===== config.mk =====
export PLATFORM = sky130hd
export DESIGN_NAME = core_pointer_power_regs
export DESIGN_NICKNAME = d
export VERILOG_FILES = /design/src/design/core_regs_pkg.sv /design/src/design/core_pointer_power_regs.sv /design/src/design/port0_pad_ctrl.sv
export SDC_FILE = /design/constraint.sdc
export NUM_CORES = 1
export LEC_CHECK = 0
export BUFFER_PORTS_ARGS = -buffer_cell sky130_fd_sc_hd__buf_2
export CORE_MARGIN = 5
export CORE_UTILIZATION = 36
export CTS_CLUSTER_DIAMETER = 50
export DETAILED_ROUTE_END_ITERATION = 8
export GPL_TIMING_DRIVEN = 0
export HOLD_SLACK_MARGIN = 0.05
export SETUP_SLACK_MARGIN = 0.2
export SYNTH_ARGS = -nofsm -noshare
export SYNTH_HDL_FRONTEND = slang
export SYNTH_HIERARCHICAL = 1
export SYNTH_SLANG_ARGS = --single-unit

===== constraint.sdc =====
create_clock -name sys_clk -period 3.6 [get_ports sys_clk]
set_input_delay 0.54 -clock sys_clk [delete_from_list [all_inputs] [get_ports sys_clk]]
set_output_delay 0.54 -clock sys_clk [all_outputs]
set_load 0.02 [all_outputs]

===== src/design/core_regs_pkg.sv =====
// shared constants for the core pointer and power register group
package core_regs_pkg;
	localparam logic [7:0] ADDR_PORT0 = 8'h80;
	localparam logic [7:0] ADDR_SP = 8'h81;
	localparam logic [7:0] ADDR_DP0L = 8'h82;
	localparam logic [7:0] ADDR_DP0H = 8'h83;
	localparam logic [7:0] ADDR_DP1L = 8'h84;
	localparam logic [7:0] ADDR_DP1H = 8'h85;
	localparam logic [7:0] ADDR_DPSEL = 8'h86;
	localparam logic [7:0] ADDR_PWR = 8'h87;
	localparam logic [7:0] RST_PORT0 = 8'hFF;
	localparam logic [7:0] RST_SP = 8'h07;
	localparam logic [7:0] RST_DP = 8'h00;
	localparam logic [7:0] RST_PWR = 8'h30;
	localparam int PWR_BAUD_BIT = 7;
	localparam int PWR_FLAG1_BIT = 3;
	localparam int PWR_FLAG0_BIT = 2;
	localparam int PWR_STOP_BIT = 1;
	localparam int PWR_IDLE_BIT = 0;
	localparam logic [7:0] PWR_FIXED = 8'h30;
	localparam int CFG_GPIO_BIT = 1;
	typedef enum logic [1:0] {
		PWR_RUN = 2'b00,
		PWR_IDLE = 2'b01,
		PWR_STOP = 2'b10
	} power_state_type;
	typedef enum logic [1:0] {
		EXT_IDLE = 2'b00,
		EXT_ADDR = 2'b01,
		EXT_DATA = 2'b10
	} ext_phase_type;
endpackage


===== src/design/core_pointer_power_regs.sv =====
// core stack, data pointer, port 0 and power control registers
//
// Function
// - stack pointer resets 07h, pre-increment, post-decrement
// - first pushed byte lands above pointer
// - each pointer is low plus high byte
// - select bit chooses first or second pair
// - baud doubler doubles serial port 0 rate
// - two user flags are plain storage
// - stop write halts all clocked logic
// - stop bit always reads zero
// - stop holds outputs, only reset exits
// - idle freezes cpu, timers, serial ports
// - idle bit always reads zero
// - idle ends on aux or enabled wakeup
// - port 0 address while strobe high, data low
// - gpio drive set by direction registers
// - config bit 1 picks gpio or bus
// - mode bit 0 bus, 1 gpio default
`timescale 1ns/1ps
module core_pointer_power_regs (
	input wire logic sys_clk,
	input wire logic rst_b,
	input wire logic clk_en,
	input wire logic [7:0] sfr_addr,
	input wire logic sfr_wr,
	input wire logic [7:0] sfr_wdata,
	input wire logic sfr_rd,
	output logic [7:0] sfr_rdata,
	input wire logic stack_push,
	input wire logic stack_pop,
	output logic [7:0] stack_write_addr,
	output logic [7:0] stack_read_addr,
	input wire logic active_data_pointer_load,
	input wire logic [15:0] active_data_pointer_load_value,
	input wire logic active_data_pointer_inc,
	output logic [15:0] active_data_pointer,
	output logic baud_doubler,
	input wire logic [7:0] hardware_config_second,
	input wire logic [7:0] port0_direction_low,
	input wire logic [7:0] port0_direction_high,
	input wire logic ext_start,
	input wire logic ext_write,
	input wire logic [7:0] ext_addr_low,
	input wire logic [7:0] ext_wdata,
	output logic [7:0] ext_rdata,
	output logic ext_done,
	output logic addr_latch_strobe,
	output logic ext_wr_strobe_b,
	output logic ext_rd_strobe_b,
	output logic port0_gpio_select,
	input wire logic [7:0] port0_pad_in,
	output logic [7:0] port0_pad_out,
	output logic [7:0] port0_pad_oe,
	output logic [7:0] port0_pin_value,
	input wire logic auxiliary_interrupt,
	input wire logic wakeup_enable,
	input wire logic wakeup_event,
	output logic osc_stop,
	output logic idle_freeze
);
	logic [7:0] port0_latch;
	logic [7:0] stack_pointer;
	logic [7:0] data_pointer0_low;
	logic [7:0] data_pointer0_high;
	logic [7:0] data_pointer1_low;
	logic [7:0] data_pointer1_high;
	logic data_pointer_select;
	logic user_flag_one;
	logic user_flag_zero;
	core_regs_pkg::power_state_type power_state;
	core_regs_pkg::ext_phase_type ext_phase;
	logic [7:0] pin_s1;
	logic [7:0] pin_s2;
	logic [7:0] pin_s3;
	logic ext_write_q;
	logic [7:0] ext_wdata_q;
	logic run;
	logic cpu_run;
	logic stop_req;
	logic idle_req;
	logic [15:0] next_active_data_pointer;
	// combinational next values and pad drive
	logic [7:0] next_stack_pointer;
	logic [7:0] next_rdata;
	logic [7:0] pin_agree;
	logic bus_drive;
	logic [7:0] bus_value;

	// a write strobe aimed at one address; shared by every register
	function automatic logic hit(input logic [7:0] a);
		hit = sfr_wr && (sfr_addr == a);
	endfunction

	// stop gates everything; idle only gates the cpu-side registers
	assign run = clk_en && (power_state != core_regs_pkg::PWR_STOP);
	assign cpu_run = run && (power_state == core_regs_pkg::PWR_RUN);
	assign osc_stop = (power_state == core_regs_pkg::PWR_STOP);
	assign idle_freeze = (power_state == core_regs_pkg::PWR_IDLE);

	assign stop_req = cpu_run && hit(core_regs_pkg::ADDR_PWR)
		&& sfr_wdata[core_regs_pkg::PWR_STOP_BIT];
	assign idle_req = cpu_run && hit(core_regs_pkg::ADDR_PWR)
		&& sfr_wdata[core_regs_pkg::PWR_IDLE_BIT];

	// stop is left only through reset; idle ends on the auxiliary interrupt or an enabled wakeup
	always_ff @(posedge sys_clk) begin
		if (!rst_b) begin
			power_state <= core_regs_pkg::PWR_RUN;
		end else if (clk_en) begin
			unique case (power_state)
				core_regs_pkg::PWR_RUN: begin
					if (stop_req) begin
						power_state <= core_regs_pkg::PWR_STOP;
					end else if (idle_req) begin
						power_state <= core_regs_pkg::PWR_IDLE;
					end
				end
				core_regs_pkg::PWR_IDLE: begin
					if (auxiliary_interrupt
						|| (wakeup_enable && wakeup_event)) begin
						power_state <= core_regs_pkg::PWR_RUN;
					end
				end
				core_regs_pkg::PWR_STOP: begin
					power_state <= core_regs_pkg::PWR_STOP;
				end
				default: power_state <= core_regs_pkg::PWR_RUN;
			endcase
		end
	end

	// push and pop from the cpu take priority over a register write
	// both at once cancel, and a write in that cycle is dropped as well
	always_comb begin
		next_stack_pointer = stack_pointer;
		if (stack_push && !stack_pop) begin
			next_stack_pointer = stack_pointer + 8'h01;
		end else if (stack_pop && !stack_push) begin
			next_stack_pointer = stack_pointer - 8'h01;
		end else if (!stack_push && hit(core_regs_pkg::ADDR_SP)) begin
			next_stack_pointer = sfr_wdata;
		end
	end

	always_ff @(posedge sys_clk) begin
		if (!rst_b) begin
			stack_pointer <= core_regs_pkg::RST_SP;
		end else if (cpu_run) begin
			stack_pointer <= next_stack_pointer;
		end
	end
	// pre-increment: a push writes one above the current pointer
	assign stack_write_addr = stack_pointer + 8'h01;
	assign stack_read_addr = stack_pointer;

	// the select bit swaps the whole pair, never single bytes
	assign active_data_pointer = data_pointer_select
		? {data_pointer1_high, data_pointer1_low}
		: {data_pointer0_high, data_pointer0_low};
	// load beats increment; both act on the pair in use
	assign next_active_data_pointer = active_data_pointer_load ? active_data_pointer_load_value
		: active_data_pointer + 16'h0001;

	always_ff @(posedge sys_clk) begin
		if (!rst_b) begin
			data_pointer0_low <= core_regs_pkg::RST_DP;
			data_pointer0_high <= core_regs_pkg::RST_DP;
		end else if (cpu_run) begin
			if ((active_data_pointer_load || active_data_pointer_inc) && !data_pointer_select) begin
				data_pointer0_low <= next_active_data_pointer[7:0];
				data_pointer0_high <= next_active_data_pointer[15:8];
			end else begin
				if (hit(core_regs_pkg::ADDR_DP0L)) begin
					data_pointer0_low <= sfr_wdata;
				end
				if (hit(core_regs_pkg::ADDR_DP0H)) begin
					data_pointer0_high <= sfr_wdata;
				end
			end
		end
	end

	always_ff @(posedge sys_clk) begin
		if (!rst_b) begin
			data_pointer1_low <= core_regs_pkg::RST_DP;
			data_pointer1_high <= core_regs_pkg::RST_DP;
		end else if (cpu_run) begin
			if ((active_data_pointer_load || active_data_pointer_inc) && data_pointer_select) begin
				data_pointer1_low <= next_active_data_pointer[7:0];
				data_pointer1_high <= next_active_data_pointer[15:8];
			end else begin
				if (hit(core_regs_pkg::ADDR_DP1L)) begin
					data_pointer1_low <= sfr_wdata;
				end
				if (hit(core_regs_pkg::ADDR_DP1H)) begin
					data_pointer1_high <= sfr_wdata;
				end
			end
		end
	end

	always_ff @(posedge sys_clk) begin
		if (!rst_b) begin
			data_pointer_select <= 1'b0;
		end else if (cpu_run && hit(core_regs_pkg::ADDR_DPSEL)) begin
			data_pointer_select <= sfr_wdata[0];
		end
	end

	// stop and idle bits are never stored
	always_ff @(posedge sys_clk) begin
		if (!rst_b) begin
			baud_doubler <= core_regs_pkg::RST_PWR[core_regs_pkg::PWR_BAUD_BIT];
			user_flag_one <= core_regs_pkg::RST_PWR[core_regs_pkg::PWR_FLAG1_BIT];
			user_flag_zero <= core_regs_pkg::RST_PWR[core_regs_pkg::PWR_FLAG0_BIT];
		end else if (cpu_run && hit(core_regs_pkg::ADDR_PWR)) begin
			baud_doubler <= sfr_wdata[core_regs_pkg::PWR_BAUD_BIT];
			user_flag_one <= sfr_wdata[core_regs_pkg::PWR_FLAG1_BIT];
			user_flag_zero <= sfr_wdata[core_regs_pkg::PWR_FLAG0_BIT];
		end
	end

	// in gpio mode the latch drives the pads; reads return the filtered pins
	always_ff @(posedge sys_clk) begin
		if (!rst_b) begin
			port0_latch <= core_regs_pkg::RST_PORT0;
		end else if (cpu_run && hit(core_regs_pkg::ADDR_PORT0)) begin
			port0_latch <= sfr_wdata;
		end
	end

	// a bit follows its pin only once two stages agree
	genvar b;
	generate
		for (b = 0; b < 8; b++) begin : g_agree
			assign pin_agree[b] = (pin_s2[b] == pin_s3[b]);
		end
	endgenerate

	// pins from outside: three stages, change taken when stages two and three agree
	always_ff @(posedge sys_clk) begin
		if (!rst_b) begin
			pin_s1 <= 8'hFF;
			pin_s2 <= 8'hFF;
			pin_s3 <= 8'hFF;
			port0_pin_value <= 8'hFF;
		end else if (run) begin
			pin_s1 <= port0_pad_in;
			pin_s2 <= pin_s1;
			pin_s3 <= pin_s2;
			port0_pin_value <= (port0_pin_value & ~pin_agree)
				| (pin_s3 & pin_agree);
		end
	end

	assign port0_gpio_select =
		hardware_config_second[core_regs_pkg::CFG_GPIO_BIT];

	// external cycle: one address phase with strobe high, then one data phase
	always_ff @(posedge sys_clk) begin
		if (!rst_b) begin
			ext_phase <= core_regs_pkg::EXT_IDLE;
			ext_write_q <= 1'b0;
			ext_wdata_q <= 8'h00;
			ext_rdata <= 8'h00;
			ext_done <= 1'b0;
		end else if (cpu_run) begin
			ext_done <= 1'b0;
			unique case (ext_phase)
				core_regs_pkg::EXT_IDLE: begin
					if (ext_start && !port0_gpio_select) begin
						ext_phase <= core_regs_pkg::EXT_ADDR;
						ext_write_q <= ext_write;
						ext_wdata_q <= ext_wdata;
					end
				end
				core_regs_pkg::EXT_ADDR: begin
					ext_phase <= core_regs_pkg::EXT_DATA;
				end
				core_regs_pkg::EXT_DATA: begin
					// raw pad sampled: the strobe timing is ours, no metastable hazard
					if (!ext_write_q) begin
						ext_rdata <= port0_pad_in;
					end
					ext_done <= 1'b1;
					ext_phase <= core_regs_pkg::EXT_IDLE;
				end
				default: ext_phase <= core_regs_pkg::EXT_IDLE;
			endcase
		end
	end

	assign addr_latch_strobe = (ext_phase == core_regs_pkg::EXT_ADDR);
	assign ext_wr_strobe_b = !((ext_phase == core_regs_pkg::EXT_DATA)
		&& ext_write_q);
	assign ext_rd_strobe_b = !((ext_phase == core_regs_pkg::EXT_DATA)
		&& !ext_write_q);

	// write data is driven only in a write's data phase; reads leave it free
	assign bus_drive = addr_latch_strobe
		|| ((ext_phase == core_regs_pkg::EXT_DATA) && ext_write_q);
	assign bus_value = addr_latch_strobe ? ext_addr_low : ext_wdata_q;

	// pads are combinational on held registers, so stop keeps them still
	port0_pad_ctrl u_pad (
		.gpio_mode(port0_gpio_select),
		.latch(port0_latch),
		.direction_low(port0_direction_low),
		.direction_high(port0_direction_high),
		.bus_drive(bus_drive),
		.bus_value(bus_value),
		.pad_out(port0_pad_out),
		.pad_oe(port0_pad_oe)
	);

	// read data registered; stop and idle bits read back as zero
	always_comb begin
		next_rdata = 8'h00;
		unique case (sfr_addr)
			core_regs_pkg::ADDR_PORT0: next_rdata = port0_pin_value;
			core_regs_pkg::ADDR_SP: next_rdata = stack_pointer;
			core_regs_pkg::ADDR_DP0L: next_rdata = data_pointer0_low;
			core_regs_pkg::ADDR_DP0H: next_rdata = data_pointer0_high;
			core_regs_pkg::ADDR_DP1L: next_rdata = data_pointer1_low;
			core_regs_pkg::ADDR_DP1H: next_rdata = data_pointer1_high;
			core_regs_pkg::ADDR_DPSEL: next_rdata = {7'h00, data_pointer_select};
			core_regs_pkg::ADDR_PWR: next_rdata = core_regs_pkg::PWR_FIXED
				| {baud_doubler, 3'b000, user_flag_one, user_flag_zero,
				2'b00};
			// unmapped addresses read as zero
			default: next_rdata = 8'h00;
		endcase
	end

	// a read in idle or stop is refused and the old data stands
	always_ff @(posedge sys_clk) begin
		if (!rst_b) begin
			sfr_rdata <= 8'h00;
		end else if (cpu_run && sfr_rd) begin
			sfr_rdata <= next_rdata;
		end
	end
endmodule


===== src/design/port0_pad_ctrl.sv =====
// port 0 pad drive: gpio drive types or multiplexed external bus
`timescale 1ns/1ps
module port0_pad_ctrl (
	input wire logic gpio_mode,
	input wire logic [7:0] latch,
	input wire logic [7:0] direction_low,
	input wire logic [7:0] direction_high,
	input wire logic bus_drive,
	input wire logic [7:0] bus_value,
	output logic [7:0] pad_out,
	output logic [7:0] pad_oe
);
	logic [15:0] dir;
	assign dir = {direction_high, direction_low};
	genvar i;
	generate
		for (i = 0; i < 8; i++) begin : g_pin
			// two bits per pin: 00 in, 01 push-pull, 10 open drain, 11 weak
			always_comb begin
				pad_out[i] = latch[i];
				pad_oe[i] = 1'b0;
				if (!gpio_mode) begin
					pad_out[i] = bus_value[i];
					pad_oe[i] = bus_drive;
				end else begin
					unique case (dir[2*i+1 -: 2])
						2'b00: pad_oe[i] = 1'b0;
						2'b01: pad_oe[i] = 1'b1;
						2'b10: pad_oe[i] = ~latch[i];
						2'b11: pad_oe[i] = latch[i];
					endcase
				end
			end
		end
	endgenerate
endmodule


==> key figures <==
Routing
  • Via density: 5.649
  • TritonRoute pass-1 iters: 5
  • Vias: between 7000 and 8000
  • Routed Antenna Nets: 0
  • Iteration-0 DRC Markers: between 600 and 700
  • Final wirelength: around 25000 microns
  • Drt wl/cell: roughly 20 microns
  • DR DRC count: 0

STA
  • Setup violations, final: 0
  • Slew headroom: between 10% and 20%
  • Hold Fails Final Rpt: 0
  • RSZ-0062 raised after global routing: false
  • Setup Skew: 0.006695 ns
  • Setup tns final: 0 ns
  • Crit share post-route: between 80 and 90%
  • Max Fclk: around 0.31 GHz
  • Tmin final: 3.203 ns
  • Pins Over Slew Limit: 0
  • Slew at the pin with the worst max-slew slack: around 1.2 ns

Floorplanning
  • Die Y: around 150 microns
  • Placeable core area: 18710 sq um
  • Horiz. Die Dim: 147.9 microns
  • Die area: between 20000 and 25000 sq um
  • Initial Util: 36.60%
  • Io pins: 174
  • Num rows: 50

Worst setup path
  • Worst R2R End: data_pointer0_high[2]$_SDFFE_PN0P_
  • CP arrival: 3.51 ns
  • Flop2flop setup slack: 0.40 ns
  • Crit path max fanout: 10
  • CP Launch Type: flop
  • Reg2reg start: data_pointer_select$_SDFFE_PN0P_
  • Reg2Reg Depth: 10
  • CP Class: flop to flop
  • Setup crit end kind: flop
  • Worst setup path end: data_pointer0_high[2]$_SDFFE_PN0P_
  • Data required, critical path: 3.91 ns
  • Crit path launch: data_pointer_select$_SDFFE_PN0P_

Power
  • Max VDD drop: 0.3068 mV
  • P_leak: 3.723 nW
  • PD cells: between 400 and 500 nW/um^2
  • PnR Total Power: around 0.0036 W

Logic synthesis
  • Yosys top cell by area: dfxtp_1
  • Synthesized cell area: ~6800 sq um
  • Post-synth top cells: nand2_1, dfxtp_1, nor2_1
  • Synthesized netlist cell count: about 830
  • Area contributors post-synth: dfxtp_1, mux2i_1, nand2_1
  • Count leader, synth: nand2_1
  • Seq/Total Area, Yosys: around a third
  • Avg Cell Area, Syn: roughly 8.3 sq um
  • Syn Nets: between 900 and 1000
  • Number of distinct library cells after synthesis: between 70 and 80
  • Yosys reg bits: approximately 110
  • Post-synth EDFFs: 0
  • Ys flop type: dfxtp_1
  • Yosys warns: 6
  • Post-synth top area share: around a third
  • Fraction of registers with async set/reset: 0%

Clock tree
  • H-tree Lvls: 4
  • CTS resizes: 0
  • CTS root buf: clkbuf_16
  • Cts hold-fix bufs: 0
  • CTS tree: yes
  • Post-CTS Setup Bufs: 0
  • Clk sinks: about 110
  • TritonCTS Buffers: 17
  • Clk buf depth: 2
  • Clk_lat worst skew: 0.42 ns
  • Clock-pin transition on the worst setup and hold timing paths: 0.05 ns

Final layout
  • Area Overhead vs Synth: 24.42%
  • Final Non-Filler Cells: approximately 1300
  • Share of cells above drive strength 1: between 20% and 30%
  • Final core utilization: between 40% and 50%
  • Final Instance Area: roughly 8500 sq um
  • Final net count: 1106
  • N_diodes: 0

Global routing
  • First-pass GRT wire length: 38590 microns
  • Largest net degree at the start of global routing: 17
  • Initial antenna violation count: 0
  • Grt ovf: 0
  • Vias in the first global route: 6627
  • Gr usage total: between 20% and 30%

Place
  • Placed Cells incl. Taps: between 1000 and 1500
  • Placed inst area: 7945 sq um
  • PortBufs: roughly 160
  • Gpl congestion: roughly 0.99
  • Final HPWL DP: 19150 microns

Outcome
  • Status: finished clean

Run
  • Maxcap violations: 0

Hold path
  • HP Start: port0_pad_in[1]
  • Hold Crit Class: input port to flop
## worst min path at each step
stage / end / slack (ns) / depth (start not counted)
4_1_cts: pin_s1[2]$_SDFFE_PN1N_ / 0.33 / 3
3_3_place_gp: sfr_rdata[2]$_SDFFE_PN0P_ / 0.44 / 2
5_1_grt: pin_s1[1]$_SDFFE_PN1N_ / 0.34 / 3
2_1_floorplan: user_flag_zero$_SDFFE_PN0N_ / 0.43 / 2
3_5_place_dp: sfr_rdata[2]$_SDFFE_PN0P_ / 0.44 / 2
6_report: pin_s1[1]$_SDFFE_PN1N_ / 0.34 / 3
## cell families after synthesis
| kind of cell | Yosys count | synth area share [%] |
|---|---|---|
| AOI/OAI and AO/OA | 184 | 18.86 |
| buffers and inverters | 91 | 5.647 |
| adders and majority gates | 5 | 0.9137 |
| and+or+nand+nor | 333 | 25.35 |
| xor gates and xnor gates | 12 | 1.535 |
| muxes | 88 | 14.36 |
| DFF | 114 | 33.33 |
## state kept, by name, summed over array words and instances (netlist names), 8 cells and up, named ones only
register            cells
data_pointer1_high      8
pin_s1                  8
data_pointer1_low       8
stack_read_addr         8
data_pointer0_low       8
pin_s2                  8
port0_latch             8
ext_wdata_q             8
sfr_rdata               8
pin_s3                  8
data_pointer0_high      8
ext_rdata               8
## per-layer routing
metal | GRT usage (%) | part of all wire, % | vias up
li1 | - | - | 3372
met1 | 30.79 | 44 | 3322
met2 | 35.01 | 45 | 320
met3 | 5.610 | 9.1 | 47
met4 | 7.483 | 2.3 | 0
met5 | 0 | 0 | -
## cell type report
| type | count | area, sq um |
|---|---|---|
| timing repair buffer | 161 | 805.8 |
| tap | 234 | 292.8 |
| inverter | 27 | 101.3 |
| multi-input combinational | 622 | 4189 |
| clock buffer | 22 | 474.2 |
| clock inverter | 6 | 82.58 |
| sequential | 114 | 2282 |
| fill | 1904 | 10190 |
| buffer | 64 | 290.3 |
## through the flow
| step | hold WS (ns) | worst slack (ns) |
|---|---|---|
| after floorplan | 0.4287 | 0.8706 |
| after global placement | 0.4414 | 0.2644 |
| after detailed placement | 0.4449 | 0.2676 |
| after CTS | 0.3348 | 0.2477 |
| after global routing | 0.3360 | 0.1783 |
| final | 0.3439 | 0.3971 |
## critical path, stage by stage (launching register included)
cell and delay [ns]:
dfxtp_1 0.44, buf_2 0.30, clkbuf_4 0.29, clkbuf_4 0.26, mux2_2 0.21, ha_1 0.31
nand4b_1 0.19, a221oi_4 0.44, and3_1 0.22, nor3_1 0.06, o311a_1 0.37
## power breakdown
group | switching [W] | internal [W]
sequential | 0.0000502 | 0.00131
clock | 0.000572 | 0.00105
combinational | 0.000360 | 0.000214
total | 0.000982 | 0.00258
## cell usage in the layout, fill, tap and decap left out, types with 6 or more instances in the layout
cell       Yosys  routed
xnor2_1        8       8
nor2_1        57      57
nor2b_1       24      24
nor3_1         7       7
or3_1          6       6
o221ai_1       8       8
and4b_1        8       8
a211oi_1       7       7
dfxtp_1      114     114
a22oi_1        6       6
a31oi_1        9       9
mux2_1         8       8
clkbuf_16      0      17
nand2_1      115     115
inv_1         26      26
and3_1         6       6
o21ai_0       39      39
o311a_1        6       6
mux2i_1       54      54
a211oi_2       8       8
buf_2         12     171
clkbuf_1      44      46
nand4b_1       8       8
mux2_2        20      20
nand2b_1      19      19
a21oi_1       44      44
nand3_1       47      47
a311oi_1       8       8
o211ai_1       6       6
nand4_1       10      10
Power figures use the tool's default switching activity.
